$ cat src/hw/pid_xfer_map.svh
// Register offsets, field positions, reset values and limits of the loop
// data path. Assumes inclusion by bare name from the design files.
`ifndef PID_XFER_MAP_SVH
`define PID_XFER_MAP_SVH

// Register byte offsets on the APB slave
`define OFS_SETPOINT      8'h00
`define OFS_PV_WORD       8'h04
`define OFS_CV_WORD       8'h08
`define OFS_PV_SRC        8'h0C
`define OFS_CV_DST        8'h10
`define OFS_CTRL          8'h14
`define OFS_STATUS        8'h18

// Control register fields
`define CTRL_AUTO_BIT     0
`define CTRL_WIDE_BIT     1
`define CTRL_BIPOLAR_BIT  2
`define CTRL_RESET        16'h0000

// Reset values of the loop table words
`define WORD_RESET        16'h0000
`define SEL_OFF           16'h0000

// Data formats and backplane limits
`define NARROW_BITS       12
`define WIDE_BITS         15
`define SLOT_COUNT        8
`define CHAN_COUNT        8

`endif

$ cat src/hw/pid_xfer_pkg.sv
// Types shared by the loop data path and its backplane transfer port.
// Assumes pid_xfer_map.svh is on the include path.
package pid_xfer_pkg;

  // One backplane request: direction, target slot and channel, write data
  typedef struct packed {
    logic        we;
    logic [2:0]  slot;
    logic [2:0]  chan;
    logic [15:0] wdata;
  } bp_req_t;

  // Decoded slot/channel selection word
  typedef struct packed {
    logic        on;
    logic        ok;
    logic [2:0]  slot;
    logic [2:0]  chan;
  } sel_t;

  // Engine sequence, Gray coded from ST_IDLE through ST_DONE; the step back to ST_IDLE flips two bits
  typedef enum logic [2:0] {
    ST_IDLE  = 3'b000,
    ST_PV_RD = 3'b001,
    ST_CALC  = 3'b011,
    ST_CV_WR = 3'b010,
    ST_DONE  = 3'b110
  } eng_state_t;

endpackage

$ cat src/hw/bp_xfer.sv
// Backplane transfer port: holds one request until the module acknowledges.
// Assumes the analog module pulses bp_ack_i while the request is held.
`timescale 1ns/1ns
`default_nettype none

module bp_xfer
  import pid_xfer_pkg::*;
(
  input  wire logic        mclk_i,
  input  wire logic        rst_b_i,
  input  wire logic        ce_i,
  input  wire logic        start_i,
  input  wire bp_req_t     req_i,
  input  wire logic        bp_ack_i,
  input  wire logic [15:0] bp_rdata_i,
  output var  logic        bp_valid_o,
  output var  bp_req_t     bp_req_o,
  output var  logic        done_o,
  output var  logic [15:0] rdata_o
);

  // ----------------------------------------------------------------
  // Request hold and completion
  // ----------------------------------------------------------------
  always_ff @(posedge mclk_i)
  begin
    if (!rst_b_i)
    begin
      bp_valid_o <= 1'b0;
      bp_req_o   <= '0;
      done_o     <= 1'b0;
      rdata_o    <= 16'h0000;
    end
    else if (ce_i)
    begin
      done_o <= 1'b0;
      if (bp_valid_o && bp_ack_i)
      begin
        bp_valid_o <= 1'b0;
        done_o     <= 1'b1;
        if (!bp_req_o.we)
          rdata_o <= bp_rdata_i;
      end
      else if (!bp_valid_o && start_i)
      begin
        bp_valid_o <= 1'b1;
        bp_req_o   <= req_i;
      end
    end
  end

endmodule

`default_nettype wire

$ cat src/hw/pid_loop_analog_autotransfer.sv
// Loop data path: loop table words, direct analog transfer, APB registers.
// Assumes a scheduler pulses calc_start_i once per loop calculation and
// the control equation presents its result on cv_result_i.
//
// Added by the designer: the APB slave port and the placing of the registers.
`timescale 1ns/1ns
`default_nettype none
`include "pid_xfer_map.svh"

// How it works
// With transfer enabled, read value and write output exactly once per calculation.
// Transfers run from the calculation strobe, independent of the ladder scan.
// One select word picks the value source, another the output destination.
// Upper digit pair is the slot, lower pair the channel.
// Slot zero is next to the processor, counting upward away from it.
// Select word zero skips direct access; the ladder moves that value itself.
// Output is written in the same data format the value is read in.
// 12 or 15 bit, unipolar or bipolar, applies to all loop values.
// Ramp/soak or cascade setpoints are stored into the setpoint word by hardware.
// Other setpoint sources are written into the setpoint word by software.
// Manual mode leaves the control output word to outside writers.
// Automatic mode stores the equation result each sample period.
// Select digits are BCD; absent slot or channel causes no transfer.
module pid_loop_analog_autotransfer
  import pid_xfer_pkg::*;
(
  input  wire logic        mclk_i,
  input  wire logic        rst_b_i,
  input  wire logic        ce_i,
  input  wire logic        psel_i,
  input  wire logic        penable_i,
  input  wire logic        pwrite_i,
  input  wire logic [7:0]  paddr_i,
  input  wire logic [31:0] pwdata_i,
  output var  logic [31:0] prdata_o,
  output var  logic        pready_o,
  output var  logic        pslverr_o,
  input  wire logic        calc_start_i,
  input  wire logic [15:0] cv_result_i,
  input  wire logic        sp_gen_valid_i,
  input  wire logic [15:0] sp_gen_i,
  input  wire logic [7:0]  slot_present_i,
  output var  logic        calc_done_o,
  output var  logic [15:0] loop_setpoint_o,
  output var  logic [15:0] measured_process_value_o,
  output var  logic        bp_valid_o,
  output var  bp_req_t     bp_req_o,
  input  wire logic        bp_ack_i,
  input  wire logic [15:0] bp_rdata_i
);

  // ----------------------------------------------------------------
  // Functions
  // ----------------------------------------------------------------
  function automatic sel_t decode_sel(input logic [15:0] w, input logic [7:0] present);
    logic [7:0] slot_bin;
    logic [7:0] chan_bin;
    logic       bcd_ok;
    sel_t       s;
    bcd_ok   = (w[15:12] < 4'd10) && (w[11:8] < 4'd10)
               && (w[7:4] < 4'd10) && (w[3:0] < 4'd10);
    slot_bin = ({4'h0, w[15:12]} * 8'd10) + {4'h0, w[11:8]};
    chan_bin = ({4'h0, w[7:4]} * 8'd10) + {4'h0, w[3:0]};
    s.on     = (w != `SEL_OFF);
    s.slot   = slot_bin[2:0];
    s.chan   = 3'(chan_bin - 8'd1);
    s.ok     = s.on && bcd_ok && (slot_bin < 8'(`SLOT_COUNT))
               && present[slot_bin[2:0]]
               && (chan_bin != 8'd0) && (chan_bin <= 8'(`CHAN_COUNT));
    return s;
  endfunction

  function automatic logic [15:0] fit_fmt(input logic [15:0] v, input logic wide,
                                          input logic bipolar);
    logic [15:0] r;
    r = 16'h0000;
    if (wide)
      r = {(bipolar ? v[`WIDE_BITS-1] : 1'b0), v[`WIDE_BITS-1:0]};
    else
      r = {{4{bipolar & v[`NARROW_BITS-1]}}, v[`NARROW_BITS-1:0]};
    return r;
  endfunction

  // ----------------------------------------------------------------
  // State
  // ----------------------------------------------------------------
  logic [15:0] setpoint_word_q;
  logic [15:0] pv_word_q;
  logic [15:0] cv_word_q;
  logic [15:0] pv_source_select_q;
  logic [15:0] output_destination_select_q;
  logic [15:0] ctrl_q;
  logic [7:0]  calc_count_q;
  logic        pv_skip_q;
  logic        cv_skip_q;
  eng_state_t  state_q;
  logic        xfer_start_q;
  bp_req_t     xfer_req_q;
  logic        xfer_done;
  logic [15:0] xfer_rdata;
  sel_t        pv_sel;
  sel_t        cv_sel;
  logic        wide;
  logic        bipolar;
  logic        auto_mode;
  logic        apb_wr;
  logic        apb_rd;
  logic        addr_ok;

  assign pv_sel    = decode_sel(pv_source_select_q, slot_present_i);
  assign cv_sel    = decode_sel(output_destination_select_q, slot_present_i);
  assign wide      = ctrl_q[`CTRL_WIDE_BIT];
  assign bipolar   = ctrl_q[`CTRL_BIPOLAR_BIT];
  assign auto_mode = ctrl_q[`CTRL_AUTO_BIT];

  // ----------------------------------------------------------------
  // APB slave
  // ----------------------------------------------------------------
  assign apb_wr  = psel_i && penable_i && pready_o && pwrite_i;
  assign apb_rd  = psel_i && penable_i && !pready_o && !pwrite_i;
  assign addr_ok = (paddr_i <= `OFS_STATUS) && (paddr_i[1:0] == 2'b00);

  always_ff @(posedge mclk_i)
  begin
    if (!rst_b_i)
    begin
      pready_o  <= 1'b0;
      pslverr_o <= 1'b0;
    end
    else if (ce_i)
    begin
      pready_o  <= psel_i && penable_i && !pready_o;
      pslverr_o <= psel_i && penable_i && !pready_o && !addr_ok;
    end
  end

  always_ff @(posedge mclk_i)
  begin
    if (!rst_b_i)
      prdata_o <= 32'h0000_0000;
    else if (ce_i && apb_rd)
    begin
      case (paddr_i)
        `OFS_SETPOINT: prdata_o <= {16'h0000, setpoint_word_q};
        `OFS_PV_WORD:  prdata_o <= {16'h0000, pv_word_q};
        `OFS_CV_WORD:  prdata_o <= {16'h0000, cv_word_q};
        `OFS_PV_SRC:   prdata_o <= {16'h0000, pv_source_select_q};
        `OFS_CV_DST:   prdata_o <= {16'h0000, output_destination_select_q};
        `OFS_CTRL:     prdata_o <= {16'h0000, ctrl_q};
        `OFS_STATUS:   prdata_o <= {16'h0000, calc_count_q, 3'b000, pv_skip_q,
                                    cv_skip_q, state_q};
        default:       prdata_o <= 32'h0000_0000;
      endcase
    end
  end

  // ----------------------------------------------------------------
  // Configuration words
  // ----------------------------------------------------------------
  always_ff @(posedge mclk_i)
  begin
    if (!rst_b_i)
    begin
      pv_source_select_q          <= `SEL_OFF;
      output_destination_select_q <= `SEL_OFF;
      ctrl_q                      <= `CTRL_RESET;
    end
    else if (ce_i && apb_wr && !pslverr_o)
    begin
      case (paddr_i)
        `OFS_PV_SRC: pv_source_select_q          <= pwdata_i[15:0];
        `OFS_CV_DST: output_destination_select_q <= pwdata_i[15:0];
        `OFS_CTRL:   ctrl_q                      <= pwdata_i[15:0];
        default:     ;
      endcase
    end
  end

  // ----------------------------------------------------------------
  // Setpoint word
  // ----------------------------------------------------------------
  always_ff @(posedge mclk_i)
  begin
    if (!rst_b_i)
      setpoint_word_q <= `WORD_RESET;
    else if (ce_i)
    begin
      if (sp_gen_valid_i)
        setpoint_word_q <= fit_fmt(sp_gen_i, wide, bipolar);
      else if (apb_wr && paddr_i == `OFS_SETPOINT)
        setpoint_word_q <= pwdata_i[15:0];
    end
  end

  // ----------------------------------------------------------------
  // Transfer engine
  // ----------------------------------------------------------------
  always_ff @(posedge mclk_i)
  begin
    if (!rst_b_i)
    begin
      state_q      <= ST_IDLE;
      xfer_start_q <= 1'b0;
      xfer_req_q   <= '0;
      pv_skip_q    <= 1'b0;
      cv_skip_q    <= 1'b0;
      calc_done_o  <= 1'b0;
      calc_count_q <= 8'h00;
    end
    else if (ce_i)
    begin
      xfer_start_q <= 1'b0;
      calc_done_o  <= 1'b0;
      case (state_q)
        ST_IDLE:
          if (calc_start_i)
          begin
            pv_skip_q <= pv_sel.on && !pv_sel.ok;
            cv_skip_q <= cv_sel.on && !cv_sel.ok;
            if (pv_sel.ok)
            begin
              xfer_req_q   <= '{we: 1'b0, slot: pv_sel.slot, chan: pv_sel.chan,
                                wdata: 16'h0000};
              xfer_start_q <= 1'b1;
              state_q      <= ST_PV_RD;
            end
            else
              state_q <= ST_CALC;
          end
        ST_PV_RD:
          if (xfer_done)
            state_q <= ST_CALC;
        ST_CALC:
          if (cv_sel.ok)
          begin
            xfer_req_q   <= '{we: 1'b1, slot: cv_sel.slot, chan: cv_sel.chan,
                              wdata: auto_mode ? fit_fmt(cv_result_i, wide, bipolar)
                                               : fit_fmt(cv_word_q, wide, bipolar)};
            xfer_start_q <= 1'b1;
            state_q      <= ST_CV_WR;
          end
          else
            state_q <= ST_DONE;
        ST_CV_WR:
          if (xfer_done)
            state_q <= ST_DONE;
        ST_DONE:
        begin
          calc_done_o  <= 1'b1;
          calc_count_q <= calc_count_q + 8'd1;
          state_q      <= ST_IDLE;
        end
        default:
          state_q <= ST_IDLE;
      endcase
    end
  end

  // ----------------------------------------------------------------
  // Process value and control output words
  // ----------------------------------------------------------------
  always_ff @(posedge mclk_i)
  begin
    if (!rst_b_i)
      pv_word_q <= `WORD_RESET;
    else if (ce_i)
    begin
      if (state_q == ST_PV_RD && xfer_done)
        pv_word_q <= fit_fmt(xfer_rdata, wide, bipolar);
      else if (apb_wr && paddr_i == `OFS_PV_WORD)
        pv_word_q <= pwdata_i[15:0];
    end
  end

  always_ff @(posedge mclk_i)
  begin
    if (!rst_b_i)
      cv_word_q <= `WORD_RESET;
    else if (ce_i)
    begin
      if (state_q == ST_CALC && auto_mode)
        cv_word_q <= fit_fmt(cv_result_i, wide, bipolar);
      else if (apb_wr && paddr_i == `OFS_CV_WORD && !(state_q == ST_CALC && auto_mode))
        cv_word_q <= pwdata_i[15:0];
    end
  end

  always_ff @(posedge mclk_i)
  begin
    if (!rst_b_i)
    begin
      loop_setpoint_o          <= `WORD_RESET;
      measured_process_value_o <= `WORD_RESET;
    end
    else if (ce_i)
    begin
      loop_setpoint_o          <= setpoint_word_q;
      measured_process_value_o <= pv_word_q;
    end
  end

  // ----------------------------------------------------------------
  // Backplane port
  // ----------------------------------------------------------------
  bp_xfer u_bp_xfer (
    .mclk_i     (mclk_i),
    .rst_b_i    (rst_b_i),
    .ce_i       (ce_i),
    .start_i    (xfer_start_q),
    .req_i      (xfer_req_q),
    .bp_ack_i   (bp_ack_i),
    .bp_rdata_i (bp_rdata_i),
    .bp_valid_o (bp_valid_o),
    .bp_req_o   (bp_req_o),
    .done_o     (xfer_done),
    .rdata_o    (xfer_rdata)
  );

endmodule

`default_nettype wire

$ cat config.mk
export PLATFORM = sky130hd
export DESIGN_NAME = pid_loop_analog_autotransfer
export DESIGN_NICKNAME = d
export VERILOG_FILES = /design/src/hw/pid_xfer_pkg.sv /design/src/hw/bp_xfer.sv /design/src/hw/pid_loop_analog_autotransfer.sv
export VERILOG_INCLUDE_DIRS = /design/src /design/src/hw
export SDC_FILE = /design/constraint.sdc
export NUM_CORES = 1
export LEC_CHECK = 0
export BUFFER_PORTS_ARGS = -buffer_cell sky130_fd_sc_hd__buf_2
export CORE_ASPECT_RATIO = 1.2
export CORE_MARGIN = 1.5
export CORE_UTILIZATION = 30
export CTS_CLUSTER_DIAMETER = 100
export DETAILED_ROUTE_END_ITERATION = 16
export SETUP_SLACK_MARGIN = 0.02
export SYNTH_ARGS = -nofsm -noshare
export SYNTH_HDL_FRONTEND = slang
export SYNTH_SLANG_ARGS = --single-unit
$ cat constraint.sdc
create_clock -name mclk_i -period 3.55 [get_ports mclk_i]
set_clock_uncertainty 0.2 [all_clocks]
set_input_delay 0.71 -clock mclk_i [delete_from_list [all_inputs] [get_ports mclk_i]]
set_output_delay 0.71 -clock mclk_i [all_outputs]
set_load 0.005 [all_outputs]
==> results of run 1 <==
## kinds of logic (layout without fill, tap and decap cells)
kind of cell    after synthesis  in the layout
simple gates                464            464
compound gates              302            302
flops                       224            224
buf+inv                     125            267
mux                         115            115
fa+ha+maj                    40             40
xor+xnor                     14             14
other cells                   1             18
## through the flow
step	worst slack, ns	power (mW)	hold WS (ns)	instance area [um^2]
2_1_floorplan	0.473	2.78	0.232	11100
3_3_place_gp	0.295	2.93	0.241	12400
3_5_place_dp	0.234	2.93	0.247	12400
4_1_cts	0.212	5.97	0.186	13400
5_1_grt	0.0843	6.11	0.203	13400
6_report	0.192	5.92	0.201	13400
## metal layers
metal,vias to the layer above,share of wire,wire (um)
li1,4820,-,-
met1,4747,0.43,16200
met2,348,0.47,17400
met3,68,0.071,2670
met4,0,0.030,1110
met5,-,0,0
## state kept, by name, indices dropped and copies added, names as in the netlist, 3 cells and up
name / count
u_bp_xfer.bp_req_o: 23
xfer_req_q: 23
ctrl_q: 16
cv_word_q: 16
loop_setpoint_o: 16
measured_process_value_o: 16
output_destination_select_q: 16
prdata_o: 16
pv_source_select_q: 16
pv_word_q: 16
setpoint_word_q: 16
u_bp_xfer.rdata_o: 15
calc_count_q: 8
state_q: 3
## where the power goes
part	switching [mW]	internal, mW	leakage, nW	total (mW)
Sequential	0.0299	2.54	1.81	2.57
Combinational	0.197	0.106	3.12	0.304
Clock	1.10	1.95	0.480	3.05
Total	1.33	4.59	5.41	5.92
## cells in the final DEF, fill, tap and decap left out, drive strengths merged, types with 19 or more instances in the layout
master and instances:
nand2 236, dfxtp 224, buf 203, a21oi 135
nor2 119, mux2i 94, nand3 36, clkbuf 36
o21ai 33, a211oi 33, ha 32, a221oi 19
## cells in the mapped netlist (5+ instances only)
| master | count |
|---|---|
| a211oi_1 | 31 |
| a22o_1 | 16 |
| o211ai_1 | 5 |
| a31oi_1 | 13 |
| nand2_1 | 236 |
| buf_1 | 6 |
| a22oi_1 | 10 |
| buf_4 | 20 |
| a311oi_2 | 12 |
| nand3_1 | 36 |
| xnor2_1 | 5 |
| nor2b_1 | 6 |
| inv_1 | 14 |
| a21oi_1 | 135 |
| clkbuf_1 | 65 |
| buf_2 | 16 |
| fa_1 | 8 |
| mux4_2 | 6 |
| nor4_1 | 10 |
| dfxtp_1 | 224 |
| mux2i_1 | 94 |
| nor3_1 | 11 |
| xor2_1 | 9 |
| a221oi_1 | 19 |
| nor2_1 | 117 |
| nand4_1 | 6 |
| and2_1 | 8 |
| ha_1 | 32 |
| mux2_2 | 15 |
| o21ai_0 | 32 |
## final cells by class
type / count / area, um^2 / area share
Tap cell: 468 / 586 / 0.0438
Sequential cell: 224 / 4480 / 0.335
Clock buffer: 36 / 769 / 0.0575
Clock inverter: 12 / 219 / 0.0164
Timing Repair Buffer: 203 / 1190 / 0.0887
Multi-Input combinational cell: 951 / 6060 / 0.453
Antenna cell: 2 / 5.00 / 0.000374
Inverter: 16 / 65.1 / 0.00486
## how the worst max path moves through the flow
| stage | start | to | cells past startpoint |
|---|---|---|---|
| floorplan | output_destination_select_q[7] | xfer_req_q[12] | 10 |
| global placement | pv_source_select_q[9] | xfer_req_q[12] | 10 |
| detailed placement | pv_source_select_q[9] | xfer_req_q[9] | 10 |
| CTS | pv_source_select_q[9] | xfer_req_q[9] | 10 |
| global route | pv_source_select_q[5] | xfer_req_q[9] | 11 |
| finish | pv_source_select_q[9] | xfer_req_q[3] | 10 |
## repair_timing
item / 4_1_cts / 5_1_grt
hold buffers: 0 / 0
gates resized for setup: 0 / 2
setup endpoints to repair: 0 / 20
## worst max-delay path, delay by kind of cell (launching register included)
kind                     cells  cell delay [ns]
multiplexers                 3             0.89
buffers and inverters        2             0.27
adder cells (fa/ha/maj)      2             0.87
AO/OA/AOI/OAI                2             0.48
AND/OR/NAND/NOR              1             0.12
flip-flops                   1             0.42
==> summary.txt, run 1 <==
Run status
  – Status: complete, no violations

GRT
  – GR peak layer: met2
  – Met1 usage in global routing: 0.264
  – First-pass GRT wire length: 56800 um
  – Fraction of met3 tracks used by global routing: 0.0321
  – Total global routing overflow: 0
  – Global Route Usage Sum: 0.197
  – Initial antenna violation count: 3
  – Number of global-route vias before repair: 9455
  – Largest net degree at the start of global routing: 110
  – GRT met2 Usage: 0.320

Critical path
  – R2R cell count: 10
  – Critical path class: flop to flop
  – Worst Path Arrival: 3.61 ns
  – Critical path cell sequence: ha_1 > inv_1 > fa_1 > mux4_2 > mux2_2 > o2111a_1 > a32o_1 > nand2_1 > buf_12 > mux2i_1
  – Crit. End Element: flop
  – RR Startpoint: pv_source_select_q[9]
  – R2r endpoint: xfer_req_q[3]
  – Slowest library cell on the worst path: fa_1
  – Worst R2R Setup Slack: 0.19 ns
  – Max incr delay on CP: 0.67 ns
  – Startpoint types: flop
  – Required time of the critical path: 3.80 ns
  – Crit path max fanout: 23

Logic synthesis
  – Synthesis Warnings: 0
  – Synth Area in Simple Gates: 0.184
  – Synth unique cells: 71
  – Synth Area in Compound Gates: 0.182
  – Ys flop type: dfxtp_1
  – Async SR Flop Fraction: 0
  – XOR/XNOR share of the synthesized area: 0.0111
  – EDFF count, synth: 0
  – Gate count of the mapped netlist: 1285
  – Post-synthesis cell area: 0.0110 mm^2
  – Synth Area per Inst: 8.59 um^2
  – Register area share after synthesis: 0.406
  – Seq cells post-synth: 224
  – Synth area leaders: dfxtp_1 41%, mux2i_1 8.5%, nand2_1 8.0%
  – Synth Area in Adders: 0.0508
  – Mux contribution to synthesized area: 0.113
  – Cell taking the most area after synthesis: dfxtp_1
  – Synth top area share: 0.406
  – Main combinational cell family by area after synthesis: simple AND/OR/NAND/NOR gates

Worst hold path
  – Hold path depth: 3
  – WHS Endpoint: u_bp_xfer.rdata_o[8]
  – Worst Hold Launch: bp_rdata_i[8]
  – Class of the worst hold path: primary input to flop

Die
  – Die ar.: 0.0380 mm^2
  – Die width: 178 um
  – Die Y: 213 um
  – IO Pins: 196
  – Std cell rows: 76
  – Core area: 0.0360 mm^2
  – Initial Util: 0.306

Finish
  – Fill count: 3715
  – Layout cells sized above 1: 0.209
  – Core Util, Final: 0.371
  – Post-Layout Cell Count: 1912
  – Nets: 1567
  – P&R area growth vs syn: 21.2%

Drt
  – Post-route antenna net violation count: 0
  – Vias per cell: 5.22
  – DRC viols: 0
  – Mean routed wirelength per cell: 19.6 um
  – Router iterations before antenna repair: 6
  – Routed Wire Length: 37400 um
  – Drt initial violations: 844
  – Vias: 9983

Timing
  – Unrepaired setup endpoints after global routing: false
  – Final setup fails: 0
  – Fin. max-slew vios: 0
  – Final worst path period need: 3.36 ns
  – Slew @ Worst Pin: 0.704 ns
  – F_max: 298 MHz
  – Rel. slew slack: 0.530
  – Final period util: 0.946
  – Setup TNS: 0 ns
  – Endpoints failing hold: 0

Clock network
  – CTS Root Cell: clkbuf_16
  – TritonCTS clock tree: done
  – TritonCTS Buffers: 26
  – Setup bufs post-CTS: 0
  – H-tree depth: 1
  – Max clock buf depth: 3
  – CTS Sinks: 224
  – Clock slew at reported path FFs: 0.06 ns
  – Clk_lat worst skew: 0.54 ns

Placement
  – Placed insts: 1862
  – Number of port buffers: 160
  – Routability cong.: 0.896
  – HPWL after detailed placement: 27700 um

Power
  – Leakage: 5.41 nW
  – Power Density: 443 mW/mm^2
  – Max VDD drop: 0.318 mV

Job
  – Max-cap viol count: 0
No activity file was read; power rests on OpenSTA's default activity.
==> inputs of run 2 (changes only) <==
Settings changed: BUFFER_PORTS_ARGS -buffer_cell sky130_fd_sc_hd__buf_2 to -buffer_cell sky130_fd_sc_hd__buf_4.
==> summary.txt, run 2 (synthesized netlist as in run 1, its figures left out) <==
Job
  – Max-cap viol count: 0 (unchanged)

Placement
  – Placed cell areas: 0.0128 mm^2 (+3.5%)
  – HPWL after detailed placement: 28100 um (+1.3%)
  – Number of port buffers: 160 (unchanged)
  – Routability cong.: 0.897 (about the same)
  – Placed insts: 1866 (+0.21%)

Die
  – Core area: 0.0360 mm^2 (unchanged)
  – Initial Util: 0.306 (unchanged)
  – Die Y: 213 um (unchanged)
  – Die width: 178 um (unchanged)
  – Die ar.: 0.0380 mm^2 (unchanged)
  – Std cell rows: 76 (unchanged)
  – IO Pins: 196 (unchanged)

Run status
  – Status: complete, no violations

Critical path
  – Startpoint types: flop
  – Required time of the critical path: 3.76 ns (-0.04 ns)
  – Critical path class: flop to flop
  – Crit path max fanout: 23 (unchanged)
  – Worst Path Arrival: 3.53 ns (-0.08 ns)
  – R2R cell count: 10 (unchanged)
  – Crit. End Element: flop

Timing
  – Slew @ Worst Pin: 0.846 ns (+0.143 ns)
  – F_max: 301 MHz (+1.0%)
  – Final worst path period need: 3.33 ns (-0.0331 ns)
  – Setup TNS: 0 ns (unchanged)
  – Unrepaired setup endpoints after global routing: false
  – Rel. slew slack: 0.434 (-0.0959)
  – Endpoints failing hold: 0 (unchanged)
  – Fin. max-slew vios: 0 (unchanged)
  – Final period util: 0.937 (-0.00932)
  – Final setup fails: 0 (unchanged)

Clock network
  – Setup bufs post-CTS: 0 (unchanged)
  – Clock slew at reported path FFs: 0.06 ns (about the same)
  – CTS Root Cell: clkbuf_16
  – H-tree depth: 1 (unchanged)
  – TritonCTS clock tree: done
  – TritonCTS Buffers: 25 (-3.8%)
  – Max clock buf depth: 3 (unchanged)
  – Clk_lat worst skew: 0.54 ns (about the same)
  – CTS Sinks: 224 (unchanged)
  – Post-CTS Hold Buffers: 0 (unchanged)

Power
  – Leakage: 5.42 nW (about the same)
  – Max VDD drop: 0.334 mV (+5.0%)
  – Power Density: 405 mW/mm^2 (-8.6%)

Drt
  – Vias per cell: 5.22 (about the same)
  – Router iterations before antenna repair: 5 (-1)
  – Post-route antenna net violation count: 0 (unchanged)
  – Vias: 9973 (-0.10%)
  – DRC viols: 0 (unchanged)
  – Routed Wire Length: 37200 um (-0.41%)
  – Drt initial violations: 675 (-20%)
  – Mean routed wirelength per cell: 19.5 um (-0.25%)

Finish
  – Commonest non-fill, non-tap cell in the layout: nand2_1
  – Fill count: 3691 (-0.65%)
  – Biggest regs: u_bp_xfer.bp_req_o: 23 flops, xfer_req_q: 23 flops
  – Most frequent cells in the layout: 236 x nand2_1, 223 x dfxtp_1, 202 x buf_4, 135 x a21oi_1, 117 x nor2_1
  – Layout cells sized above 1: 0.206 (-0.00332)
  – # diodes: 0 (-2)
  – Design Area, Final: 0.0136 mm^2 (+1.8%)
  – Core Util, Final: 0.378 (+0.00673)
  – Post-Layout Cell Count: 1909 (-0.16%)
  – Nets: 1570 (+0.19%)
  – P&R area growth vs syn: 23.4%

GRT
  – Initial antenna violation count: 0 (-3)
  – Total global routing overflow: 0 (unchanged)
  – First-pass GRT wire length: 56100 um (-1.3%)
  – Global Route Usage Sum: 0.194 (-0.00355)
  – Largest net degree at the start of global routing: 77 (-30%)
  – Number of global-route vias before repair: 9369 (-0.91%)

Worst hold path
  – Class of the worst hold path: primary input to flop
  – Hold path depth: 3 (unchanged)
-- run 2: area by class of cell --
type                       count  area [um^2]  share of cell area
clock buffer                  35          703              0.0516
clock inverter                 8          114             0.00836
inverter                      16         65.1             0.00478
multi-input combinational    951         6050               0.444
sequential                   224         4490               0.329
tap                          468          586              0.0430
timing repair buffer         207         1620               0.119
-- run 2: power by group --
group	switching [mW]	internal, mW	total [mW]
Clock	1.07	1.53	2.60
Sequential	0.0323	2.54	2.57
Combinational	0.196	0.140	0.336
Total	1.30	4.21	5.51
-- run 2: layer usage --
| layer | track usage | part of all wire | vias to the layer above |
|---|---|---|---|
| met5 | 0 | 0 | - |
| met1 | 0.253 | 0.42 | 4687 |
| li1 | - | - | 4801 |
| met3 | 0.0354 | 0.083 | 83 |
| met4 | 0.0748 | 0.040 | 0 |
| met2 | 0.316 | 0.46 | 402 |
-- run 2: worst max-delay path, cell delays in order, from the launching register on --
cell and delay [ns]:
dfxtp_1 0.49, ha_1 0.29, ha_1 0.23, fa_1 0.54, o211ai_1 0.12, or3_1 0.40, a311oi_1 0.29, a32o_1 0.17
nand2_1 0.10, buf_12 0.20, mux2i_1 0.13
-- run 2: worst paths after layout --
kind                                                      from  slack, ns               endpoint
worst max-delay path            output_destination_select_q[5]       0.22         xfer_req_q[12]
worst min-delay path                            bp_rdata_i[10]       0.21  u_bp_xfer.rdata_o[10]
worst max register to register  output_destination_select_q[5]       0.22         xfer_req_q[12]
worst min register to register                   xfer_req_q[2]       0.25  u_bp_xfer.bp_req_o[2]
-- run 2: what timing repair did --
item                                    CTS  global route
endpoints found under the hold margin     0             0
endpoints found under the setup margin    0            23
resized for setup                         0             1
-- run 2: through the flow --
step / power [mW] / worst slack (ns) / hold WS [ns]
floorplan: 2.78 / 0.473 / 0.232
global placement: 2.96 / 0.319 / 0.243
detailed placement: 2.96 / 0.211 / 0.246
CTS: 5.55 / 0.167 / 0.196
global route: 5.67 / 0.0329 / 0.213
finish: 5.51 / 0.225 / 0.212
